[src/verilog/ftac_regs.svh]
// register offsets, field positions and timing counts of the frame trigger block
// How it works
// Grab request without free run or trigger method acquires exactly one frame.
// Free run with method 0 acquires frames back to back while grab stays set.
// With a trigger method selected, acquisition waits for the selected trigger.
// Status bit 5 reads the present serial-link trigger level.
// No free run: 0 next frame, 1 application trigger, 2 serial trigger, one frame.
// Free run: 0 free_run_acquire, 1 frame per optocoupler edge, 2 per serial edge.
// Free run: 5 or 6 wait for one trigger, then acquire continuously.
// Software programs only listed free-run and method combinations; others undefined.
// Pin select bit picks trigger pin a (0, default) or pin b (1).
// Override lets exposure assert during frame valid; primed waits for exposure end.
// Interrupt source bit picks optocoupler instead of camera frame valid.
// Interrupt enable raises frame-valid interrupt on falling edge of its source.
// Writing one to command bit 4 clears the pending frame-valid interrupt.
// A 24-bit preloaded period counter counts down in microseconds.
// Software preloads n minus one for a period of n microseconds.
// The period value can replace frame-valid duration, stretching or shortening it.
// Utility 3 bits 7 and 6 enable the counter and the frame-valid adjust.
// Hardware exposure bit drives exposure from the user trigger chosen by method.
// Period bytes are little-endian, lowest offset holds the low byte.
// Trigger inputs are synchronised and edge-detected so each event counts once.
`ifndef FTAC_REGS_SVH
`define FTAC_REGS_SVH

`define FTAC_OFS_COMMAND      8'h00
`define FTAC_OFS_STATUS       8'h01
`define FTAC_OFS_UTIL3        8'h05
`define FTAC_OFS_DATA_PATH    8'h06
`define FTAC_OFS_UTILITY      8'h0F
`define FTAC_OFS_UTIL2        8'h10
`define FTAC_OFS_PERIOD0      8'h14
`define FTAC_OFS_PERIOD1      8'h15
`define FTAC_OFS_PERIOD2      8'h16

`define FTAC_CMD_GRAB         1
`define FTAC_CMD_APP_TRIG     2
`define FTAC_CMD_IRQ_CLEAR    4
`define FTAC_ST_IRQ           0
`define FTAC_ST_BUSY          1
`define FTAC_ST_LINK_TRIG     5
`define FTAC_ST_PRIMED        6
`define FTAC_DP_FREE_RUN      4
`define FTAC_UT_HW_EXP        5
`define FTAC_U2_PIN_SEL       7
`define FTAC_U2_OVERRIDE      5
`define FTAC_U2_IRQ_SRC       4
`define FTAC_U2_IRQ_EN        3
`define FTAC_U3_PERIOD_EN     7
`define FTAC_U3_FV_ADJ        6

`define FTAC_M_NEXT           3'h0
`define FTAC_M_APP_OPTO       3'h1
`define FTAC_M_SERIAL         3'h2
`define FTAC_M_OPTO_RUN       3'h5
`define FTAC_M_SERIAL_RUN     3'h6

`define FTAC_CLK_FREQ_MHZ     25
`define FTAC_US_CYCLES        (`FTAC_CLK_FREQ_MHZ * 1)
`define FTAC_EXPOSURE_STROBE_TIME_US   10
`define FTAC_EXPOSURE_STROBE_CYCLES    (`FTAC_EXPOSURE_STROBE_TIME_US * `FTAC_CLK_FREQ_MHZ)

`endif

[src/verilog/ftac_pkg.sv]
// types shared by the frame trigger block
package ftac_pkg;

    typedef logic [7:0] ftac_byte_type;

    typedef enum logic [2:0]
    {
        FTAC_IDLE    = 3'b000,
        FTAC_WAIT    = 3'b001,
        FTAC_EXPOSURE_STROBE  = 3'b010,
        FTAC_CAPTURE = 3'b011,
        FTAC_HOLD    = 3'b100
    } ftac_state_type;

    typedef struct packed
    {
        ftac_state_type state;
        logic           grab;
        logic           app_trig;
        logic           free_run;
        logic           hw_exp;
        logic [7:0]     util2;
        logic           period_en;
        logic           fv_adj;
        logic [23:0]    preload;
        logic [7:0]     rd_data;
        logic [2:0]     sa;
        logic [2:0]     sb;
        logic [2:0]     ss;
        logic           fv_prev;
        logic           src_prev;
        logic           irq;
        logic           exposure_strobe;
        logic [11:0]    exp_cnt;
        logic           seen_fv;
        logic           done;
        logic           start;
    } ftac_top_state_type;

    typedef struct packed
    {
        logic [4:0]  us_cnt;
        logic [23:0] cnt;
        logic        running;
    } ftac_cnt_state_type;

endpackage

[src/verilog/ftac_period_if.sv]
// link between acquisition control and the frame period counter
`timescale 1ns/1ps
interface ftac_period_if;
    logic [23:0] preload;
    logic        enable;
    logic        start;
    logic        running;

    modport ctl     (output preload, output enable, output start, input running);
    modport counter (input preload, input enable, input start, output running);
endinterface

[src/verilog/ftac_period_counter.sv]
// microsecond frame period down-counter
`timescale 1ns/1ps
`include "ftac_regs.svh"
module ftac_period_counter
(
    input wire logic             i_clk,
    input wire logic             i_rst_n,
    ftac_period_if.counter       pif
);
    import ftac_pkg::*;

    ftac_cnt_state_type s;
    ftac_cnt_state_type next_s;
    logic               tick;

    assign tick        = (s.us_cnt == 5'h00);
    assign pif.running = s.running;

    always_comb
    begin
        next_s = s;
        if (pif.start && pif.enable)
        begin
            next_s.cnt     = pif.preload;
            next_s.running = 1'b1;
            next_s.us_cnt  = 5'(`FTAC_US_CYCLES - 1);
        end
        else if (s.running)
        begin
            if (tick)
            begin
                next_s.us_cnt = 5'(`FTAC_US_CYCLES - 1);
                if (s.cnt == 24'h000000)
                    next_s.running = 1'b0;
                else
                    next_s.cnt = s.cnt - 24'h000001;
            end
            else
                next_s.us_cnt = s.us_cnt - 5'h01;
        end
    end

    always_ff @(posedge i_clk or negedge i_rst_n)
    begin
        if (!i_rst_n)
            s <= '0;
        else
            s <= next_s;
    end
endmodule

[src/verilog/ftac_top.sv]
// acquisition trigger control: register port, trigger routing, frame sequencing
//
// Decided for this implementation: the strobed register port.
`timescale 1ns/1ps
`include "ftac_regs.svh"
module ftac_top
(
    input  wire logic              i_clk,
    input  wire logic              i_arst_n,
    input  wire ftac_pkg::ftac_byte_type i_addr,
    input  wire ftac_pkg::ftac_byte_type i_wr_data,
    input  wire logic              i_wr_en,
    input  wire logic              i_rd_en,
    output ftac_pkg::ftac_byte_type o_rd_data,
    input  wire logic              i_trigger_pin_a,
    input  wire logic              i_trigger_pin_b,
    input  wire logic              i_serial_link_trigger_line,
    input  wire logic              i_frame_valid,
    output logic                   o_exposure_strobe,
    output logic                   o_capture_active,
    output logic                   o_frame_done,
    output logic                   o_frame_valid_adj,
    output logic                   o_fv_irq
);
    import ftac_pkg::*;

    logic [1:0]         rst_sync;
    logic               rst_n;
    ftac_top_state_type s;
    ftac_top_state_type next_s;
    ftac_period_if      pif ();

    logic [2:0] method;
    logic       pin_sel;
    logic       override;
    logic       opto_lvl;
    logic       opto_rise;
    logic       ser_lvl;
    logic       ser_rise;
    logic       is_serial;
    logic       user_lvl;
    logic       trig_hit;
    logic       fv_eff;
    logic       fv_fall;
    logic       irq_src;
    logic       primed;
    logic       per_trig;
    logic       cmd_wr;

    // two-stage release keeps reset deassertion clean against the clock
    always_ff @(posedge i_clk or negedge i_arst_n)
    begin
        if (!i_arst_n)
            rst_sync <= 2'b00;
        else
            rst_sync <= {rst_sync[0], 1'b1};
    end
    assign rst_n = rst_sync[1];

    ftac_period_counter u_period
    (
        .i_clk   (i_clk),
        .i_rst_n (rst_n),
        .pif     (pif.counter)
    );

    assign pif.preload = s.preload;
    assign pif.enable  = s.period_en;
    assign pif.start   = s.start;

    assign method    = s.util2[2:0];
    assign pin_sel   = s.util2[`FTAC_U2_PIN_SEL];
    assign override  = s.util2[`FTAC_U2_OVERRIDE];
    // sa/sb/ss[1] are synchronised levels, [2] the previous level for edges
    assign opto_lvl  = pin_sel ? s.sb[1] : s.sa[1];
    assign opto_rise = pin_sel ? (s.sb[1] & ~s.sb[2]) : (s.sa[1] & ~s.sa[2]);
    assign ser_lvl   = s.ss[1];
    assign ser_rise  = s.ss[1] & ~s.ss[2];
    assign is_serial = (method == `FTAC_M_SERIAL) || (method == `FTAC_M_SERIAL_RUN);
    assign user_lvl  = is_serial ? ser_lvl : opto_lvl;
    assign per_trig  = (method == `FTAC_M_APP_OPTO) || (method == `FTAC_M_SERIAL);
    // the counter window replaces camera frame valid when both the counter and adjust are on
    assign fv_eff    = (s.period_en && s.fv_adj) ? pif.running : i_frame_valid;
    assign fv_fall   = s.fv_prev & ~fv_eff;
    assign irq_src   = s.util2[`FTAC_U2_IRQ_SRC] ? opto_lvl : fv_eff;
    assign primed    = ((s.state == FTAC_WAIT) || (s.state == FTAC_HOLD)) &&
                       !(override && s.exposure_strobe);
    assign cmd_wr    = i_wr_en && (i_addr == `FTAC_OFS_COMMAND);

    always_comb
    begin
        trig_hit = 1'b0;
        if (!s.free_run)
        begin
            if (method == `FTAC_M_APP_OPTO)
                trig_hit = s.app_trig;
            else if (method == `FTAC_M_SERIAL)
                trig_hit = ser_rise;
        end
        else
        begin
            if (method == `FTAC_M_APP_OPTO || method == `FTAC_M_OPTO_RUN)
                trig_hit = opto_rise;
            else if (method == `FTAC_M_SERIAL || method == `FTAC_M_SERIAL_RUN)
                trig_hit = ser_rise;
        end
    end

    always_comb
    begin
        next_s          = s;
        next_s.rd_data  = 8'h00;
        next_s.app_trig = 1'b0;
        next_s.done     = 1'b0;
        next_s.start    = 1'b0;
        next_s.sa       = {s.sa[1:0], i_trigger_pin_a};
        next_s.sb       = {s.sb[1:0], i_trigger_pin_b};
        next_s.ss       = {s.ss[1:0], i_serial_link_trigger_line};
        next_s.fv_prev  = fv_eff;
        next_s.src_prev = irq_src;

        // exposure from the user trigger is held off during frame valid unless overridden
        if (s.hw_exp)
            next_s.exposure_strobe = user_lvl & (override | ~i_frame_valid);

        case (s.state)
            FTAC_IDLE:
            begin
                if (s.grab)
                begin
                    if (method != `FTAC_M_NEXT)
                        next_s.state = FTAC_WAIT;
                    else
                    begin
                        next_s.state   = FTAC_EXPOSURE_STROBE;
                        next_s.exp_cnt = 12'(`FTAC_EXPOSURE_STROBE_CYCLES);
                    end
                end
            end
            FTAC_WAIT:
            begin
                if (!s.grab)
                    next_s.state = FTAC_IDLE;
                else if (trig_hit)
                begin
                    next_s.state   = FTAC_EXPOSURE_STROBE;
                    next_s.exp_cnt = 12'(`FTAC_EXPOSURE_STROBE_CYCLES);
                end
            end
            FTAC_EXPOSURE_STROBE:
            begin
                if (s.hw_exp || s.exp_cnt == 12'h000)
                begin
                    next_s.state   = FTAC_CAPTURE;
                    next_s.start   = 1'b1;
                    next_s.seen_fv = 1'b0;
                    if (!s.hw_exp)
                        next_s.exposure_strobe = 1'b0;
                end
                else if (!override && i_frame_valid)
                begin
                    // a frame still in transfer: restart the exposure afterwards
                    next_s.exp_cnt = 12'(`FTAC_EXPOSURE_STROBE_CYCLES);
                    next_s.exposure_strobe  = 1'b0;
                end
                else
                begin
                    next_s.exp_cnt = s.exp_cnt - 12'h001;
                    next_s.exposure_strobe  = 1'b1;
                end
            end
            FTAC_CAPTURE:
            begin
                if (fv_eff)
                    next_s.seen_fv = 1'b1;
                if (fv_fall && s.seen_fv)
                begin
                    next_s.done = 1'b1;
                    if (!s.free_run)
                    begin
                        next_s.state = FTAC_IDLE;
                        next_s.grab  = 1'b0;
                    end
                    else if (!s.grab)
                        next_s.state = FTAC_IDLE;
                    else if (per_trig)
                        next_s.state = FTAC_WAIT;
                    else if (s.period_en)
                        next_s.state = FTAC_HOLD;
                    else
                    begin
                        next_s.state   = FTAC_EXPOSURE_STROBE;
                        next_s.exp_cnt = 12'(`FTAC_EXPOSURE_STROBE_CYCLES);
                    end
                end
            end
            FTAC_HOLD:
            begin
                // frame rate pacing: next frame only once the period has run out
                if (!s.grab)
                    next_s.state = FTAC_IDLE;
                else if (!pif.running)
                begin
                    next_s.state   = FTAC_EXPOSURE_STROBE;
                    next_s.exp_cnt = 12'(`FTAC_EXPOSURE_STROBE_CYCLES);
                end
            end
            default:
                next_s.state = FTAC_IDLE;
        endcase

        // a clear write loses against an edge arriving in the same cycle
        if (cmd_wr && i_wr_data[`FTAC_CMD_IRQ_CLEAR])
            next_s.irq = 1'b0;
        if (s.util2[`FTAC_U2_IRQ_EN] && s.src_prev && !irq_src)
            next_s.irq = 1'b1;

        if (i_wr_en)
        begin
            if (i_addr == `FTAC_OFS_COMMAND)
            begin
                next_s.grab     = i_wr_data[`FTAC_CMD_GRAB];
                next_s.app_trig = i_wr_data[`FTAC_CMD_APP_TRIG];
            end
            else if (i_addr == `FTAC_OFS_UTIL3)
            begin
                next_s.period_en = i_wr_data[`FTAC_U3_PERIOD_EN];
                next_s.fv_adj    = i_wr_data[`FTAC_U3_FV_ADJ];
            end
            else if (i_addr == `FTAC_OFS_DATA_PATH)
                next_s.free_run = i_wr_data[`FTAC_DP_FREE_RUN];
            else if (i_addr == `FTAC_OFS_UTILITY)
                next_s.hw_exp = i_wr_data[`FTAC_UT_HW_EXP];
            else if (i_addr == `FTAC_OFS_UTIL2)
                next_s.util2 = i_wr_data;
            else if (i_addr == `FTAC_OFS_PERIOD0)
                next_s.preload[7:0] = i_wr_data;
            else if (i_addr == `FTAC_OFS_PERIOD1)
                next_s.preload[15:8] = i_wr_data;
            else if (i_addr == `FTAC_OFS_PERIOD2)
                next_s.preload[23:16] = i_wr_data;
        end

        if (i_rd_en)
        begin
            if (i_addr == `FTAC_OFS_COMMAND)
                next_s.rd_data[`FTAC_CMD_GRAB] = s.grab;
            else if (i_addr == `FTAC_OFS_STATUS)
            begin
                next_s.rd_data[`FTAC_ST_IRQ]       = s.irq;
                next_s.rd_data[`FTAC_ST_BUSY]      = (s.state != FTAC_IDLE);
                next_s.rd_data[`FTAC_ST_LINK_TRIG] = ser_lvl;
                next_s.rd_data[`FTAC_ST_PRIMED]    = primed;
            end
            else if (i_addr == `FTAC_OFS_UTIL3)
            begin
                next_s.rd_data[`FTAC_U3_PERIOD_EN] = s.period_en;
                next_s.rd_data[`FTAC_U3_FV_ADJ]    = s.fv_adj;
            end
            else if (i_addr == `FTAC_OFS_DATA_PATH)
                next_s.rd_data[`FTAC_DP_FREE_RUN] = s.free_run;
            else if (i_addr == `FTAC_OFS_UTILITY)
                next_s.rd_data[`FTAC_UT_HW_EXP] = s.hw_exp;
            else if (i_addr == `FTAC_OFS_UTIL2)
                next_s.rd_data = s.util2;
            else if (i_addr == `FTAC_OFS_PERIOD0)
                next_s.rd_data = s.preload[7:0];
            else if (i_addr == `FTAC_OFS_PERIOD1)
                next_s.rd_data = s.preload[15:8];
            else if (i_addr == `FTAC_OFS_PERIOD2)
                next_s.rd_data = s.preload[23:16];
        end
    end

    always_ff @(posedge i_clk or negedge rst_n)
    begin
        if (!rst_n)
            s <= '0;
        else
            s <= next_s;
    end

    assign o_rd_data         = s.rd_data;
    assign o_exposure_strobe = s.exposure_strobe;
    assign o_capture_active  = (s.state == FTAC_CAPTURE);
    assign o_frame_done      = s.done;
    assign o_frame_valid_adj = s.fv_prev;
    assign o_fv_irq          = s.irq;
endmodule

[config.mk]
export PLATFORM = sky130hd
export DESIGN_NAME = ftac_top
export DESIGN_NICKNAME = d
export VERILOG_FILES = /design/src/verilog/ftac_pkg.sv /design/src/verilog/ftac_period_if.sv /design/src/verilog/ftac_period_counter.sv /design/src/verilog/ftac_top.sv
export VERILOG_INCLUDE_DIRS = /design/src /design/src/verilog
export SDC_FILE = /design/constraint.sdc
export NUM_CORES = 1
export LEC_CHECK = 0
export BUFFER_PORTS_ARGS = -buffer_cell sky130_fd_sc_hd__buf_4
export CAP_MARGIN = 20
export CELL_PAD_IN_SITES_DETAIL_PLACEMENT = 1
export CELL_PAD_IN_SITES_GLOBAL_PLACEMENT = 2
export CORE_ASPECT_RATIO = 1.75
export CORE_MARGIN = 4
export CORE_UTILIZATION = 35
export CTS_BUF_LIST = sky130_fd_sc_hd__clkbuf_4
export DETAILED_ROUTE_END_ITERATION = 12
export PLACE_DENSITY_LB_ADDON = 0.08
export SETUP_SLACK_MARGIN = 0.05
export SYNTH_ARGS = -nofsm -noshare
export SYNTH_HDL_FRONTEND = slang
export SYNTH_HIERARCHICAL = 1
export SYNTH_SLANG_ARGS = --single-unit
export TNS_END_PERCENT = 30
[constraint.sdc]
create_clock -name i_clk -period 3.6 [get_ports i_clk]
set_clock_uncertainty 0.2 [all_clocks]
set_input_delay 0 -clock i_clk [delete_from_list [all_inputs] [get_ports i_clk]]
set_output_delay 0 -clock i_clk [all_outputs]
set_load 0.03 [all_outputs]
==> reports/metrics.yaml <==
clocking:
  htreeDepth: 3
  clock-sinks: 109
  cts_setup_buffers: 0
  clk_pin_slew_ns: 0.20
  tritoncts: "yes"
  root_buffer: "clkbuf_4"
  cts.path.max_buffers: 2
  clk_latency_ns: 0.50
  cts_made_buffers: 9
critical_path:
  cp.required_ns: 3.80
  cp.depth: 8
  max_stage_delay_ns: 0.68
  endpoint: "pif.preload[6]"
  cp_max_fo: 8
  worstPathArrival_ns: 3.70
  crit_start: "i_addr[7]"
  cp-start-kind: "primary input"
  path_cells: "dlygate4sd3_1, buf_4, or4b_4, dlygate4sd3_1, nor4_4, and3_1, mux2_2, dlygate4sd3_1"
  worstSetupEndpointType: "flop"
  path_common_cell: "dlygate4sd3_1"
  cp_slowest_cell: "dlygate4sd3_1"
  crit_family: "buffers and inverters"
  reg2reg_to: "u_period/s[14]"
  path_class: "in -> reg"
  crit_buf_inv: 4
  reg2reg_depth: 7
  r2r-start: "u_period/s[4]"
  reg2reg_setup_slack_ns: 0.87
yosys:
  ys_warn_count: 6
  synth_ff_type: "dfrtp_1"
  synth_cells: 605
  synth_seq_cells: 109
  ys_top_cells_by_count: "109 x dfrtp_1, 43 x nor2_1, 39 x mux2_2, 37 x nand2_1, 34 x a21oi_1"
  ys_async_sr_fraction: 1.00
  synth_cell_type_count: 75
  synth_top_area_frac: 0.454
  synth_edf_count: 0
  yosys-top-cells-area: "dfrtp_1 45%, mux2_2 7.3%, a21oi_1 2.8%"
  synth_area_per_cell_um2: 9.93
  syn-num-nets: 634
  seq_area_frac_synth: 0.454
  synth_area_mm2: 0.00601
  yosysTopAreaCell: "dfrtp_1"
  yosysMostFrequentCell: "dfrtp_1"
placed_design:
  io_buffers: 36
  place_ws_ns: 0.893
  dp_hpwl_um: 15400
  place.gp.congestion: 0.869
timing:
  tightest_slew_ns: 0.846
  fmax_mhz: 286
  timing.final.ws_setup_ns: 0.103
  slew_headroom: 0.434
  fin_setup_tns_ns: 0
  timing.final.crit_share: 0.971
  rsz0062_at_grt: "no"
  period_minus_slack_ns: 3.50
  setup_violations: 0
  final-hold-violation-count: 0
  drv_slew: 0
grt:
  grt_pass1_wl_um: 33000
  track_usage: 0.222
  antenna_found_initial: 1
  grt_pass1_vias: 5676
  overflow: 0
  grt_max_degree: 58
drt:
  ant_nets: 0
  drt_iter0_drc: 173
  dr.pass1.iters: 4
  drt-total-wl_um: 20900
  wl_per_cell_um: 23.6
  avgViaCountPerCell: 5.80
  vias: 5139
  drc: 0
finish:
  drive_gt1_frac: 0.210
  utilization: 0.407
  regArea_mm2: 0.00273
  multi_input_area_mm2: 0.00301
  area_growth_pct: 14.9
  fin_nets: 682
  num-fill-cells: 1947
floorplanning:
  die_x_um: 107
  fp-row-count: 63
  core_mm2: 0.0169
  pin_count: 37
  start_util: 0.355
  chipHeight_um: 181
  dieArea_mm2: 0.0194
hold_path:
  hp-class: "in -> reg"
outcome:
  status: "finished, final reports clean"
pwr:
  ir_drop_v: 0.000318
  power_density_mw_per_mm2: 447
  p_leak_nw: 2.97
run:
  cap_violations: 0
area by class of cell:
cell class,count,area share
multi-input cells,437,0.436
flip-flops and latches,109,0.396
repair buffers,76,0.0946
well taps,227,0.0411
clock inverters,7,0.0118
inverters,20,0.0109
clock buffers,9,0.00978
diodes,1,0.000362
routing by layer:
| layer | vias up | wire (µm) | GRT usage |
|---|---|---|---|
| met5 | - | 0 | 0 |
| met3 | 46 | 297 | 0.0243 |
| li1 | 2351 | - | - |
| met1 | 2654 | 7510 | 0.230 |
| met2 | 88 | 12000 | 0.427 |
| met4 | 0 | 1050 | 0.114 |
state kept, by name, summed over array words and instances (netlist names), 2 cells and up:
signal,flops
method,3
pif.preload,24
o_rd_data,8
u_period/s,29
next_s,6
s,28
rst_sync,2
logic make-up after synthesis:
logic type / Yosys count / share of synthesized area
and+or+nand+nor: 217 / 0.214
AOI/OAI and AO/OA: 162 / 0.181
DFF: 109 / 0.454
buffers and inverters: 59 / 0.0462
muxes: 48 / 0.0881
adders and majority gates: 5 / 0.0104
xor gates and xnor gates: 4 / 0.00583
other: 1 / 0.000624
per-stage QoR:
| stage | total power (W) | hold slack [ns] | area [µm²] | instances |
|---|---|---|---|---|
| global placement | 0.00238 | -0.418 | 6470 | 841 |
| global route | 0.00330 | 0.0421 | 6910 | 886 |
| floorplan | 0.00209 | -0.496 | 6010 | 605 |
| finish | 0.00309 | 0.0595 | 6910 | 886 |
| CTS | 0.00314 | 0.0147 | 6900 | 885 |
| detailed placement | 0.00242 | -0.416 | 6470 | 841 |
placed cells by master (no fill, tap or decap), types with 6 or more instances in the layout:
cell type        n
a21oi_1         34
or3_1           10
nor2_1          43
o21ai_0         26
nor4_1           8
nand3_1         21
o21ai_1         16
mux2_2          39
o31ai_1          8
inv_1           20
mux2i_1          9
buf_4           47
nand2_1         37
a22oi_1          6
a31oi_1          9
nor3_1          25
dlygate4sd3_1   28
a41oi_1          6
dfrtp_1        108
clkbuf_4         9
and3_1           7
what timing repair did:
item / CTS / global route
hold endpoints to repair: 60 / 0
resized for setup: 0 / 0
hold buffers: 28 / 0
report_power, final:
part | total [W] | internal (W) | switching, W
registers | 0.00155 | 0.00135 | 0.000198
logic | 0.000871 | 0.000357 | 0.000515
clock network | 0.000667 | 0.000171 | 0.000496
total | 0.00309 | 0.00188 | 0.00121
worst min-delay path by stage:
stage / depth (start not counted) / to / slack [ns] / from
after floorplan: 0 / rst_sync[0] / -0.50 / i_arst_n
after global placement: 1 / rst_sync[0] / -0.42 / i_arst_n
after detailed placement: 1 / rst_sync[0] / -0.42 / i_arst_n
after CTS: 5 / o_rd_data[2] / 0.01 / i_addr[6]
after global routing: 5 / o_rd_data[2] / 0.04 / i_addr[5]
final: 5 / o_rd_data[2] / 0.06 / i_addr[6]
worst reg2reg max path, cell delays in order, from the launching register on:
cell	delay, ns
dfrtp_1	0.50
or4_1	0.55
buf_4	0.21
nor4_1	0.46
buf_4	0.20
nand3_1	0.08
a21oi_1	0.26
o221a_1	0.23
Note: power is estimated with default switching activity, not from simulation.
